==> src/include/kasd_pkg.sv <==
// Constants and types for the kernel address segment decoder
// Behaviour
// - Kernel when privilege 00, exception or error set
// - Extended addressing bit picks 32 or 64-bit map
// - Exception enters kernel; return restores prior mode
// - 32-bit addresses sign-extend bit 31 upward
// - Base plus offset overflow gives undefined result
// - Low 2G in 32-bit kernel is mapped user
// - Error level makes low 2G unmapped, uncached
// - Top bits 100 direct cached, cache field decides
// - Top bits 101 direct uncached, minus A000 0000
// - Top bits 110 mapped supervisor segment
// - Top bits 111 mapped kernel segment
// - 64-bit high bits 00 mapped user segment
// - 64-bit high bits 01 mapped supervisor segment
// - 64-bit high bits 10 physical; bits 58:32 error
// - Physical window yields 4-Gbyte physical address
// - 64-bit high bits 11 mapped kernel segment
// - Compat cached window maps to low 512M
// - Compat uncached window maps to low 512M
// - Compat supervisor window is TLB-mapped
// - Compat kernel window is TLB-mapped
// - Unused 64-bit holes raise address error
// - Bits 30:29 pick the compat window
package kasd_pkg;
    localparam int unsigned VA_W      = 64;
    localparam int unsigned PA_W      = 32;
    localparam int unsigned ID_W      = 8;
    localparam int unsigned CNT_W     = 16;
    // Register byte offsets
    localparam logic [11:0] OFS_STATUS = 12'h000;
    localparam logic [11:0] OFS_CONFIG = 12'h004;
    localparam logic [11:0] OFS_SPACE  = 12'h008;
    localparam logic [11:0] OFS_STATE  = 12'h00C;
    localparam logic [11:0] OFS_ERR_LO = 12'h010;
    localparam logic [11:0] OFS_ERR_HI = 12'h014;
    localparam logic [11:0] OFS_ERR_CT = 12'h018;
    // Field positions
    localparam int unsigned ST_XADDR   = 0;
    localparam int unsigned ST_EXC     = 1;
    localparam int unsigned ST_ERRLVL  = 2;
    localparam int unsigned ST_PRIV    = 3;
    localparam int unsigned STA_KERNEL = 0;
    localparam int unsigned STA_EXT    = 1;
    localparam int unsigned STA_ERR    = 8;
    // Reset values
    localparam logic [1:0]  PRIV_RST   = 2'h0;
    localparam logic        ERL_RST    = 1'b1;
    localparam logic [2:0]  CFIELD_RST = 3'h2;
    localparam logic [7:0]  SPACE_RST  = 8'h00;
    // Decode constants
    localparam logic [1:0]  PRIV_KERNEL   = 2'h0;
    localparam logic [2:0]  TOP_CACHED    = 3'h4;
    localparam logic [2:0]  TOP_UNCACHED  = 3'h5;
    localparam logic [2:0]  TOP_SUPER     = 3'h6;
    localparam logic [2:0]  TOP_KERNEL    = 3'h7;
    localparam logic [1:0]  HI_USER       = 2'h0;
    localparam logic [1:0]  HI_SUPER      = 2'h1;
    localparam logic [1:0]  HI_PHYS       = 2'h2;
    localparam logic [1:0]  HI_KERNEL     = 2'h3;
    localparam logic [2:0]  ATTR_UNCACHED = 3'h2;
    localparam logic [31:0] CACHED_BASE   = 32'h8000_0000;
    localparam logic [31:0] UNCACHED_BASE = 32'hA000_0000;
    localparam logic [63:0] USER_TOP      = 64'h0000_00FF_FFFF_FFFF;
    localparam logic [63:0] SUPER_TOP     = 64'h4000_00FF_FFFF_FFFF;
    localparam logic [63:0] XKSEG_TOP     = 64'hC000_00FF_7FFF_FFFF;

    typedef enum logic [3:0] {
        SEG_NONE, SEG_USER, SEG_DCACHED, SEG_DUNCACHED, SEG_SUPER,
        SEG_KTOP, SEG_XUSER, SEG_XSUPER, SEG_XPHYS, SEG_XKERNEL,
        SEG_CCACHED, SEG_CUNCACHED, SEG_CSUPER, SEG_CKERNEL, SEG_HOLE
    } kasd_seg_type;

    function automatic logic kasd_cache_ok(input logic [2:0] attr);
        return attr != ATTR_UNCACHED;
    endfunction
endpackage

==> src/include/kasd_dec_if.sv <==
// Carrier between the register side and the segment decoder
`timescale 1ns/1ns
interface kasd_dec_if;
    import kasd_pkg::*;
    logic                kernel;
    logic                ext64;
    logic                error_level_bit;
    logic [2:0]          direct_window_cache_field;
    logic [VA_W-1:0]     va;
    kasd_seg_type        seg;
    logic                mapped;
    logic                cacheable;
    logic [PA_W-1:0]     paddr;
    logic                addr_err;
    modport dec (
        input  kernel, ext64, error_level_bit, direct_window_cache_field, va,
        output seg, mapped, cacheable, paddr, addr_err
    );
    modport core (
        output kernel, ext64, error_level_bit, direct_window_cache_field, va,
        input  seg, mapped, cacheable, paddr, addr_err
    );
endinterface

==> src/rtl/kasd_seg_decode.sv <==
// Combinational kernel segment decode of one 64-bit address
`timescale 1ns/1ns
module kasd_seg_decode (
    kasd_dec_if.dec d
);
    import kasd_pkg::*;

    always_comb begin
        d.seg       = SEG_NONE;
        d.mapped    = 1'b0;
        d.cacheable = 1'b0;
        d.paddr     = '0;
        d.addr_err  = 1'b0;
        if (!d.kernel) begin
            d.seg = SEG_NONE;
        end else if (!d.ext64) begin
            case (d.va[31:29])
                TOP_CACHED: begin
                    d.seg       = SEG_DCACHED;
                    d.paddr     = d.va[31:0] - CACHED_BASE;
                    d.cacheable = kasd_cache_ok(d.direct_window_cache_field);
                end
                TOP_UNCACHED: begin
                    d.seg   = SEG_DUNCACHED;
                    d.paddr = d.va[31:0] - UNCACHED_BASE;
                end
                TOP_SUPER: begin
                    d.seg    = SEG_SUPER;
                    d.mapped = 1'b1;
                end
                TOP_KERNEL: begin
                    d.seg    = SEG_KTOP;
                    d.mapped = 1'b1;
                end
                default: begin
                    d.seg    = SEG_USER;
                    d.mapped = !d.error_level_bit;
                    d.paddr  = d.error_level_bit ? d.va[31:0] : '0;
                end
            endcase
        end else begin
            case (d.va[63:62])
                HI_USER: begin
                    if (d.va > USER_TOP) begin
                        d.seg      = SEG_HOLE;
                        d.addr_err = 1'b1;
                    end else if (d.error_level_bit && d.va[63:31] == '0) begin
                        d.seg   = SEG_XUSER;
                        d.paddr = d.va[31:0];
                    end else begin
                        d.seg    = SEG_XUSER;
                        d.mapped = 1'b1;
                    end
                end
                HI_SUPER: begin
                    d.seg      = (d.va > SUPER_TOP) ? SEG_HOLE : SEG_XSUPER;
                    d.addr_err = d.va > SUPER_TOP;
                    d.mapped   = !(d.va > SUPER_TOP);
                end
                HI_PHYS: begin
                    d.seg       = SEG_XPHYS;
                    d.addr_err  = |d.va[58:32];
                    d.paddr     = d.va[31:0];
                    d.cacheable = kasd_cache_ok(d.va[61:59]);
                end
                default: begin
                    if (&d.va[63:31]) begin
                        case (d.va[30:29])
                            2'h0: begin
                                d.seg       = SEG_CCACHED;
                                d.paddr     = {3'h0, d.va[28:0]};
                                d.cacheable = kasd_cache_ok(d.direct_window_cache_field);
                            end
                            2'h1: begin
                                d.seg   = SEG_CUNCACHED;
                                d.paddr = {3'h0, d.va[28:0]};
                            end
                            2'h2: begin
                                d.seg    = SEG_CSUPER;
                                d.mapped = 1'b1;
                            end
                            default: begin
                                d.seg    = SEG_CKERNEL;
                                d.mapped = 1'b1;
                            end
                        endcase
                    end else if (d.va <= XKSEG_TOP) begin
                        d.seg    = SEG_XKERNEL;
                        d.mapped = 1'b1;
                    end else begin
                        d.seg      = SEG_HOLE;
                        d.addr_err = 1'b1;
                    end
                end
            endcase
        end
    end
endmodule

==> src/rtl/kasd_top.sv <==
// Kernel address segment decoder with AHB-Lite control registers
//
// Design decisions made here: the AHB-Lite interface to the registers and the register addresses.
`timescale 1ns/1ns
module kasd_top (
    input  wire logic                        ref_clk,
    input  wire logic                        rst,
    input  wire logic                        hsel,
    input  wire logic [31:0]                 haddr,
    input  wire logic [1:0]                  htrans,
    input  wire logic                        hwrite,
    input  wire logic [2:0]                  hsize,
    input  wire logic [31:0]                 hwdata,
    input  wire logic                        hready,
    output logic                             hreadyout,
    output logic                             hresp,
    output logic [31:0]                      hrdata,
    input  wire logic                        req_valid,
    input  wire logic [kasd_pkg::VA_W-1:0]   agen_base,
    input  wire logic [15:0]                 agen_offset,
    input  wire logic                        exc_take,
    input  wire logic                        exception_return_instruction,
    output logic                             kernel_level,
    output kasd_pkg::kasd_seg_type           seg,
    output logic                             mapped,
    output logic                             cacheable,
    output logic [kasd_pkg::PA_W-1:0]        paddr,
    output logic                             addr_err,
    output logic                             result_undefined,
    output logic [kasd_pkg::ID_W-1:0]        address_space_identifier
);
    import kasd_pkg::*;

    logic [1:0]       privilege_level_field_q;
    logic             exception_level_bit_q;
    logic             error_level_bit_q;
    logic             kernel_extended_addressing_bit_q;
    logic [2:0]       direct_window_cache_field_q;
    logic [ID_W-1:0]  space_id_q;
    logic             err_seen_q;
    logic [VA_W-1:0]  err_va_q;
    logic [CNT_W-1:0] err_cnt_q;
    logic             wr_pend_q;
    logic [11:0]      wr_addr_q;
    logic [31:0]      rdata_q;
    logic [31:0]      rd_val;
    logic             addr_phase;
    logic             wr_status;
    logic             wr_config;
    logic             wr_space;
    logic             wr_state;
    logic             err_event;
    logic [VA_W-1:0]  sum64;
    logic [VA_W-1:0]  va;

    kasd_dec_if dec_bus ();

    kasd_seg_decode u_decode (
        .d (dec_bus.dec)
    );

    // Address generation: base plus sign-extended 16-bit offset
    assign sum64 = agen_base + {{(VA_W-16){agen_offset[15]}}, agen_offset};

    // Narrow addressing decodes the sign-extended low word
    assign va = kernel_extended_addressing_bit_q ? sum64 :
                {{(VA_W-32){sum64[31]}}, sum64[31:0]};

    assign kernel_level = (privilege_level_field_q == PRIV_KERNEL)
                        || exception_level_bit_q
                        || error_level_bit_q;

    // Overflow out of bit 31 leaves the decode undefined; flagged only
    assign result_undefined = kernel_level && !kernel_extended_addressing_bit_q
        && ((!agen_offset[15] && !agen_base[31] && sum64[31])
        || (agen_offset[15] && agen_base[31] && !sum64[31]));

    assign dec_bus.kernel                    = kernel_level;
    assign dec_bus.ext64                     = kernel_extended_addressing_bit_q;
    assign dec_bus.error_level_bit           = error_level_bit_q;
    assign dec_bus.direct_window_cache_field = direct_window_cache_field_q;
    assign dec_bus.va                        = va;

    // Results are combinational so the pipeline sees them this cycle
    assign seg                      = dec_bus.seg;
    assign mapped                   = dec_bus.mapped;
    assign cacheable                = dec_bus.cacheable;
    assign paddr                    = dec_bus.paddr;
    assign addr_err                 = dec_bus.addr_err;
    assign address_space_identifier = space_id_q;

    // AHB-Lite slave, zero wait states, always OKAY
    assign hreadyout  = 1'b1;
    assign hresp      = 1'b0;
    assign hrdata     = rdata_q;
    assign addr_phase = hsel && htrans[1] && hready;
    assign wr_status  = wr_pend_q && (wr_addr_q == OFS_STATUS);
    assign wr_config  = wr_pend_q && (wr_addr_q == OFS_CONFIG);
    assign wr_space   = wr_pend_q && (wr_addr_q == OFS_SPACE);
    assign wr_state   = wr_pend_q && (wr_addr_q == OFS_STATE);
    assign err_event  = req_valid && addr_err;

    always_ff @(posedge ref_clk or posedge rst) begin
        if (rst) begin
            wr_pend_q <= 1'b0;
            wr_addr_q <= '0;
        end else begin
            wr_pend_q <= addr_phase && hwrite;
            wr_addr_q <= haddr[11:0];
        end
    end

    always_comb begin
        rd_val = 32'h0000_0000;
        case (haddr[11:0])
            OFS_STATUS: begin
                rd_val[ST_XADDR]       = kernel_extended_addressing_bit_q;
                rd_val[ST_EXC]         = exception_level_bit_q;
                rd_val[ST_ERRLVL]      = error_level_bit_q;
                rd_val[ST_PRIV +: 2]   = privilege_level_field_q;
            end
            OFS_CONFIG: rd_val[2:0]    = direct_window_cache_field_q;
            OFS_SPACE:  rd_val[ID_W-1:0] = space_id_q;
            OFS_STATE: begin
                rd_val[STA_KERNEL]     = kernel_level;
                rd_val[STA_EXT]        = kernel_extended_addressing_bit_q;
                rd_val[STA_ERR]        = err_seen_q;
            end
            OFS_ERR_LO: rd_val         = err_va_q[31:0];
            OFS_ERR_HI: rd_val         = err_va_q[63:32];
            OFS_ERR_CT: rd_val[CNT_W-1:0] = err_cnt_q;
            default:    rd_val         = 32'h0000_0000;
        endcase
    end

    // Read data is sampled in the address phase; an unmapped offset reads zero
    always_ff @(posedge ref_clk or posedge rst) begin
        if (rst) begin
            rdata_q <= 32'h0000_0000;
        end else if (addr_phase && !hwrite) begin
            rdata_q <= rd_val;
        end
    end

    always_ff @(posedge ref_clk or posedge rst) begin
        if (rst) begin
            privilege_level_field_q <= PRIV_RST;
        end else if (wr_status) begin
            privilege_level_field_q <= hwdata[ST_PRIV +: 2];
        end
    end

    always_ff @(posedge ref_clk or posedge rst) begin
        if (rst) begin
            kernel_extended_addressing_bit_q <= 1'b0;
        end else if (wr_status) begin
            kernel_extended_addressing_bit_q <= hwdata[ST_XADDR];
        end
    end

    // Privilege field is never touched by traps, so a return restores it
    always_ff @(posedge ref_clk or posedge rst) begin
        if (rst) begin
            exception_level_bit_q <= 1'b0;
        end else if (exc_take) begin
            exception_level_bit_q <= 1'b1;
        end else if (exception_return_instruction && !error_level_bit_q) begin
            exception_level_bit_q <= 1'b0;
        end else if (wr_status) begin
            exception_level_bit_q <= hwdata[ST_EXC];
        end
    end

    // A return clears the error level first when it is set
    always_ff @(posedge ref_clk or posedge rst) begin
        if (rst) begin
            error_level_bit_q <= ERL_RST;
        end else if (exception_return_instruction && error_level_bit_q) begin
            error_level_bit_q <= 1'b0;
        end else if (wr_status) begin
            error_level_bit_q <= hwdata[ST_ERRLVL];
        end
    end

    always_ff @(posedge ref_clk or posedge rst) begin
        if (rst) begin
            direct_window_cache_field_q <= CFIELD_RST;
        end else if (wr_config) begin
            direct_window_cache_field_q <= hwdata[2:0];
        end
    end

    always_ff @(posedge ref_clk or posedge rst) begin
        if (rst) begin
            space_id_q <= SPACE_RST;
        end else if (wr_space) begin
            space_id_q <= hwdata[ID_W-1:0];
        end
    end

    // Sticky error flag: a new error beats a write-one clear
    always_ff @(posedge ref_clk or posedge rst) begin
        if (rst) begin
            err_seen_q <= 1'b0;
        end else if (err_event) begin
            err_seen_q <= 1'b1;
        end else if (wr_state && hwdata[STA_ERR]) begin
            err_seen_q <= 1'b0;
        end
    end

    always_ff @(posedge ref_clk or posedge rst) begin
        if (rst) begin
            err_va_q <= '0;
        end else if (err_event) begin
            err_va_q <= va;
        end
    end

    // Saturates rather than wraps so a flood stays visible
    always_ff @(posedge ref_clk or posedge rst) begin
        if (rst) begin
            err_cnt_q <= '0;
        end else if (err_event && !(&err_cnt_q)) begin
            err_cnt_q <= err_cnt_q + CNT_W'(1);
        end
    end
endmodule

==> config.mk <==
export PLATFORM = sky130hd
export DESIGN_NAME = kasd_top
export DESIGN_NICKNAME = d
export VERILOG_FILES = /design/src/include/kasd_pkg.sv /design/src/include/kasd_dec_if.sv /design/src/rtl/kasd_seg_decode.sv /design/src/rtl/kasd_top.sv
export SDC_FILE = /design/constraint.sdc
export NUM_CORES = 1
export LEC_CHECK = 0
export CAP_MARGIN = 0
export CORE_UTILIZATION = 55
export CTS_BUF_LIST = sky130_fd_sc_hd__clkbuf_16
export DETAILED_ROUTE_END_ITERATION = 12
export DONT_BUFFER_PORTS = 1
export GPL_ROUTABILITY_DRIVEN = 0
export PLACE_DENSITY = 0.7
export SLEW_MARGIN = 10
export SYNTH_ARGS = -nofsm -noshare
export SYNTH_HDL_FRONTEND = slang
export SYNTH_HIERARCHICAL = 1
export SYNTH_SLANG_ARGS = --single-unit
==> constraint.sdc <==
create_clock -name ref_clk -period 13.5 [get_ports ref_clk]
set_input_delay 1.35 -clock ref_clk [delete_from_list [all_inputs] [get_ports ref_clk]]
set_output_delay 1.35 -clock ref_clk [all_outputs]
set_load 0.02 [all_outputs]
==> results.toml, run 1 <==
[run_status]
outcome = "finished, final reports clean"

[critical_path]
r2r_end = "err_cnt_q[11]$_DFFE_PP0P_"
reg2reg_slack_ns = 8.07
path_class = "in2out"
rr_worst_depth = 17
rr_startpoint = "dec_bus.ext64$_DFFE_PP0P_"
critPathCaptureType = "primary output"
cp_max_fo = 14
cp_data_arrival_time_ns = 6.82
startpoint_type = "primary input"
cp.required_ns = 12.15

[layout]
layout.nets = 1543
multi_input_area_um2 = 7130
nFillCells = 1809
syn2layout_area_growth_pct = 6.93
drive_gt1_frac = 0.0769
n_antenna_cell = 0
regArea_um2 = 3560

[detailed_routing]
remaining_drc_errors = 0
drt-total-wl_um = 30700
antenna_left = 0
viasPerCell = 6.33
vias = 10100
initialDrtViolationCount = 839
wl_met1_um = 13100
highest_layer = "met4"
met3_length_um = 2600
dr.pass1.iters = 6
post_drt_wl_per_cell_um = 19.3
route.met2.wl_um = 14400

[sta]
final_max_slew_viol_count = 0
finClkSkew_ns = 0.0131
tightest_slew_ns = 1.18
fin_crit_ns = 8.17
fin_tns_setup_ns = 0
fmax_ghz = 0.122
hold_slack_ns = 0.475
timing.final.ws_setup_ns = 5.33
finalCritPeriodShare = 0.605
rsz0062_at_grt = "no"
hold_viol = 0
setup_viol = 0
timing.slew.headroom = 0.210

[clock_network]
clock_latency_ns = 0.43
cts-root-buf = "clkbuf_16"
clockBufferDepth = 2
cts_setup_buffers = 0
hold_buffers = 0
clkTransAtPathRegs_ns = 0.06
cts_resized = 0
cts_tree = "built"
htreeDepth = 4
numCtsBuffers = 17
cts_sinks = 142

[synth]
syn_area_um2 = 11000
async_reset_ff_frac = 1.00
ys_top_cells_by_count = "248 x nand2_1, 140 x dfrtp_1, 116 x a21oi_1"
seq_area_frac_synth = 0.322
syn_inst = 1349
synth.distinct_cells = 77
synth_edf_count = 0
syn-num-nets = 1578
synth_ff_type = "dfrtp_1"
yosysTopAreaCell = "dfrtp_1"
ys_warn_count = 6
yosys.cell_count.top_type = "nand2_1"
avgSynthCellArea_um2 = 8.18
ys_seq_elements = 142
synth_top_area_share = 0.318
synth_area_leaders = "dfrtp_1 32%, nand2_1 8.4%, ha_1 8.1%"

[min_path]
min_to = "err_va_q[5]$_DFFE_PP0P_"
min_path_type = "reg2reg"
min_path_cells = 2
holdCritStartpoint = "err_va_q[5]$_DFFE_PP0P_"

[flow_run]
cap_viol_max_count = 0

[die]
start_util = 0.563
rows = 51
io_pins = 240
fp.dieH_um = 144
die_w_um = 144
core_region_area_um2 = 19600
die-area_um2 = 20600

[power]
power_mw = 1.45
power_density_nw_per_um2 = 123
leakagePower_nw = 5.24
peakVddDrop_mv = 0.0872

[global_route]
grt_antenna_before_repair = 0
grt_first_pass_wirelength_um = 48100
grt_pass1_vias = 9124
grtUsageTotal = 0.300
grt_overflow = 0
grt_max_degree = 82

[place]
port_buffers = 0
pre_cts_ws_ns = 5.50
dp_hpwl_um = 23600
## kinds of logic (layout without fill, tap and decap cells)
group,after synthesis,count (layout),share of synthesized area
simple gates,549,549,0.227
xor+xnor,60,60,0.0476
mux,68,68,0.0679
flops,142,142,0.322
compound gates,367,367,0.219
buf+inv,89,66,0.0323
fa+ha+maj,72,72,0.0823
other cells,2,2,0.000681
## metal layers
metal | track usage | up-vias
met5 | 0 | -
met1 | 0.407 | 4799
met3 | 0.0556 | 37
met2 | 0.491 | 415
li1 | - | 4813
met4 | 0.0801 | 0
## worst max path at each step
| stage | start | end | slack [ns] | depth (start not counted) |
|---|---|---|---|---|
| after floorplan | agen_base[0] | paddr[14] | 6.62 | 17 |
| after global placement | agen_base[0] | err_cnt_q[11]$_DFFE_PP0P_ | 5.57 | 23 |
| after detailed placement | agen_base[0] | err_cnt_q[11]$_DFFE_PP0P_ | 5.50 | 23 |
| after CTS | agen_base[0] | paddr[1] | 5.48 | 16 |
| after global routing | agen_base[0] | paddr[24] | 5.21 | 16 |
| final | agen_base[0] | paddr[1] | 5.33 | 16 |
## flip-flops by register name, indices dropped and copies added (netlist names), 2 cells and up
register,count
address_space_identifier,8
dec_bus.direct_window_cache_field,3
err_cnt_q,16
err_va_q,64
hrdata,32
privilege_level_field_q,2
wr_addr_q,12
## final cells by class
type,instances,area share
multi-input cells,1118,0.604
flip-flops and latches,142,0.302
clock buffers,17,0.0361
well taps,265,0.0281
clock inverters,14,0.0162
inverters,27,0.00901
repair buffers,8,0.00509
## layout by cell type, fill, tap and decap left out, types with 6 or more instances in the layout
cell type / Yosys / layout
a211oi_1: 6 / 6
a21o_1: 27 / 27
a21oi_1: 116 / 116
a221o_1: 7 / 7
a31oi_1: 25 / 25
and2_1: 33 / 32
and3_1: 11 / 11
buf_4: 3 / 8
clkbuf_16: 0 / 17
dfrtp_1: 140 / 139
ha_1: 71 / 71
inv_1: 27 / 27
mux2_2: 35 / 35
mux2i_1: 31 / 30
nand2_1: 248 / 248
nand3_1: 31 / 31
nand4_1: 32 / 32
nor2_1: 106 / 106
nor2b_1: 6 / 6
nor3_1: 29 / 29
nor4_1: 11 / 11
o211ai_1: 13 / 13
o21a_1: 9 / 9
o21ai_0: 74 / 74
o21bai_1: 12 / 12
o31ai_1: 23 / 23
or2_2: 8 / 8
or3_1: 15 / 15
xnor2_1: 35 / 35
xor2_1: 25 / 25
## where the power goes
| group | switching [mW] | internal (mW) |
|---|---|---|
| Combinational | 0.279 | 0.159 |
| Clock | 0.182 | 0.308 |
| Sequential | 0.0415 | 0.477 |
| Total | 0.503 | 0.944 |
## metrics by stage
step	cell area, um^2	util	cells
after floorplan	11000	-	1349
after global placement	11200	0.571	1560
after detailed placement	11200	0.571	1560
after CTS	11800	0.602	1591
after global routing	11800	0.602	1591
final	11800	0.602	1591
## worst max-delay path: stages
cell and delay [ns]:
ha_1 0.20, fa_1 0.40, a21o_1 0.21, a221oi_4 0.40, o31ai_4 0.19, a2111oi_4 0.47
nor4b_1 0.18, o31a_1 0.40, a21oi_1 0.21, xor2_1 0.28, o21ai_0 0.17, nor3_1 0.54
nand4_1 0.29, o311a_1 0.49, a211oi_4 0.62, and2_1 0.40
No activity file was read; power rests on OpenSTA's default activity.
==> inputs of run 2 (changes only) <==
--- a/config.mk
+++ b/config.mk
@@ -5,13 +5,14 @@
 export SDC_FILE = /design/constraint.sdc
 export NUM_CORES = 1
 export LEC_CHECK = 0
+export ABC_AREA = 1
 export CAP_MARGIN = 0
 export CORE_UTILIZATION = 55
 export CTS_BUF_LIST = sky130_fd_sc_hd__clkbuf_16
 export DETAILED_ROUTE_END_ITERATION = 12
 export DONT_BUFFER_PORTS = 1
 export GPL_ROUTABILITY_DRIVEN = 0
-export PLACE_DENSITY = 0.7
+export PLACE_DENSITY = 0.73
 export SLEW_MARGIN = 10
 export SYNTH_ARGS = -nofsm -noshare
 export SYNTH_HDL_FRONTEND = slang
==> constraint.sdc (replaced) <==
create_clock -name ref_clk -period 6.8 [get_ports ref_clk]
set_input_delay 0.68 -clock ref_clk [delete_from_list [all_inputs] [get_ports ref_clk]]
set_output_delay 0.68 -clock ref_clk [all_outputs]
set_load 0.02 [all_outputs]
==> results.toml, run 2 <==
[clock_network]
cts_resized = 0
hold_buffers = 0
cts_setup_buffers = 0
clockBufferDepth = 2
cts-root-buf = "clkbuf_16"
cts_tree = "built"
htreeDepth = 4
numCtsBuffers = 17
cts_sinks = 142
clkTransAtPathRegs_ns = 0.06
clock_latency_ns = 0.42

[power]
leakagePower_nw = 8.74
power_mw = 3.25
peakVddDrop_mv = 0.217
power_density_nw_per_um2 = 222

[detailed_routing]
viasPerCell = 5.25
vias = 13900
post_drt_wl_per_cell_um = 15.3
drt-total-wl_um = 40600
antenna_left = 0
remaining_drc_errors = 0
dr.pass1.iters = 6
initialDrtViolationCount = 1389

[sta]
fin_tns_setup_ns = 0
setup_viol = 0
finClkSkew_ns = 0.00839
timing.slew.headroom = 0.192
fin_crit_ns = 5.53
fmax_ghz = 0.181
final_max_slew_viol_count = 0
hold_viol = 0
finalCritPeriodShare = 0.813
rsz0062_at_grt = "no"
tightest_slew_ns = 1.21

[synth]
synth.distinct_cells = 51
async_reset_ff_frac = 1.00
syn-num-nets = 2560
synth_top_area_share = 0.253
syn_area_um2 = 13900
yosys.area_share.xor_xnor = 0.0285
synth_edf_count = 0
yosysTopAreaCell = "dfrtp_1"
ys_seq_elements = 142
synth_compound_area_frac = 0.0736
syn_inst = 2331
avgSynthCellArea_um2 = 5.95
ys_top_cells_by_count = "921 x nand2_1, 465 x inv_1, 190 x nor2_1"
synth_top_family_by_area = "simple AND/OR/NAND/NOR gates"
synth_area_leaders = "dfrtp_1 25%, nand2_1 25%, inv_1 13%"
synth_mux_area_frac = 0.00244
synth_ff_type = "dfrtp_1"
yosys.area_share.simple = 0.424
yosys.cell_count.top_type = "nand2_1"
ys_warn_count = 6
seq_area_frac_synth = 0.256
synth_fa_ha_area_frac = 0.0655

[die]
core_region_area_um2 = 24500
io_pins = 240
fp.dieH_um = 161
die-area_um2 = 25800
start_util = 0.565
rows = 57
die_w_um = 161

[layout]
syn2layout_area_growth_pct = 5.64
final_cell_mix = "921 x nand2_1, 465 x inv_1, 189 x nor2_1"
drive_gt1_frac = 0.0626
final_common_cell = "nand2_1"
final_cells = 2655
layout.nets = 2547
largest_reg_flops = 64
top_register = "err_va_q"
stdcell_area_um2 = 14600
nFillCells = 2451
n_antenna_cell = 0

[global_route]
use_met1 = 0.436
grt_max_degree = 98
grt_overflow = 0
grt_antenna_before_repair = 0
grtUsageTotal = 0.317
grt_first_pass_wirelength_um = 64700
use_met2 = 0.513
grt_use_met3 = 0.0467
top_usage_layer = "met2"
grt_pass1_vias = 12800

[place]
port_buffers = 0
placedCellCount = 2623
placed_area_um2 = 14100
dp_hpwl_um = 33000

[critical_path]
cp.required_ns = 6.12
critPathCaptureType = "primary output"
startpoint_type = "primary input"
path_class = "in2out"
r2r_end = "err_cnt_q[13]$_DFFE_PP0P_"
reg2reg_slack_ns = 2.79
cp_data_arrival_time_ns = 4.85
rr_worst_depth = 20
rr_startpoint = "dec_bus.ext64$_DFFE_PP0P_"
cp_max_fo = 50

[flow_run]
cap_viol_max_count = 0

[min_path]
min_path_type = "in2async"

[run_status]
outcome = "finished, final reports clean"
-- run 2: changes by cell type in the layout (fill, tap and decap cells not counted), sizes merged, moves of 19 or more --
cell | before | now
xnor2 | 35 | 1
a31oi | 25 | 6
a21o | 27 | 1
and2 | 33 | 0
a21oi | 117 | 54
mux2i | 31 | 0
nand3 | 31 | 120
nor2 | 106 | 218
nand2 | 248 | 976
o31ai | 24 | 1
inv | 31 | 476
o21ai | 78 | 102
mux2 | 35 | 3
-- run 2: worst max-delay path by stage --
stage	startpoint	endpoint	slack [ns]
finish	agen_offset[15]	paddr[1]	1.27
detailed placement	agen_base[13]	err_cnt_q[13]$_DFFE_PP0P_	0.98
floorplan	rst	address_space_identifier[0]$_DFFE_PP0P_	2.31
global route	agen_base[13]	err_va_q[55]$_DFFE_PP0P_	0.87
CTS	agen_base[13]	paddr[12]	1.36
global placement	agen_offset[15]	err_va_q[55]$_DFFE_PP0P_	1.08
-- run 2: cells by family after synthesis --
logic type                 after synthesis
adders and majority gates               72
muxes                                    3
xor gates and xnor gates                43
and+or+nand+nor                       1372
DFF                                    142
AOI/OAI and AO/OA                      185
other                                    2
buffers and inverters                  512
-- run 2: cell type report --
cell class              count  area [um^2]  area share
multi-input cells        1677         8250       0.563
clock inverters            15          160      0.0109
clock buffers              17          425      0.0290
repair buffers              8         72.6     0.00496
well taps                 324          405      0.0277
flip-flops and latches    142         3560       0.243
inverters                 472         1780       0.121
-- run 2: critical path, stage by stage --
cell and delay (ns):
ha_1 0.39, nand2_1 0.18, nor2_1 0.17, nand2_1 0.10, inv_1 0.13, a21oi_2 0.09
nand2_4 0.13, xor2_4 0.50, nand2_4 0.45, buf_12 0.32, nand2_4 0.11, nand2_1 0.05
nor2_1 0.14, nand2_1 0.07, nor2_1 0.22, nand3_1 0.19, o21ai_1 0.15, nand2_1 0.07
nand2_2 0.09, nand2_4 0.17, nor2_1 0.36
-- run 2: per-stage QoR --
step           utilization  setup slack [ns]  hold slack [ns]
6_report             0.597              1.27            0.209
5_1_grt              0.597             0.869            0.257
4_1_cts              0.597              1.36            0.231
3_5_place_dp         0.573             0.980            0.466
3_3_place_gp         0.573              1.08            0.465
2_1_floorplan            -              2.31            0.449
-- run 2: power by group --
group          switching (mW)  internal [mW]  total (mW)  leakage (nW)
logic                   0.868          0.349        1.22          6.73
registers              0.0950           1.01        1.11          1.73
clock network           0.380          0.545       0.924         0.284
total                    1.34           1.90        3.25          8.74
-- run 2: routing by layer --
layer / share of wire / routed length (um)
met5: 0 / 0
met4: 0.026 / 1070
met3: 0.080 / 3260
met2: 0.45 / 18200
met1: 0.45 / 18100
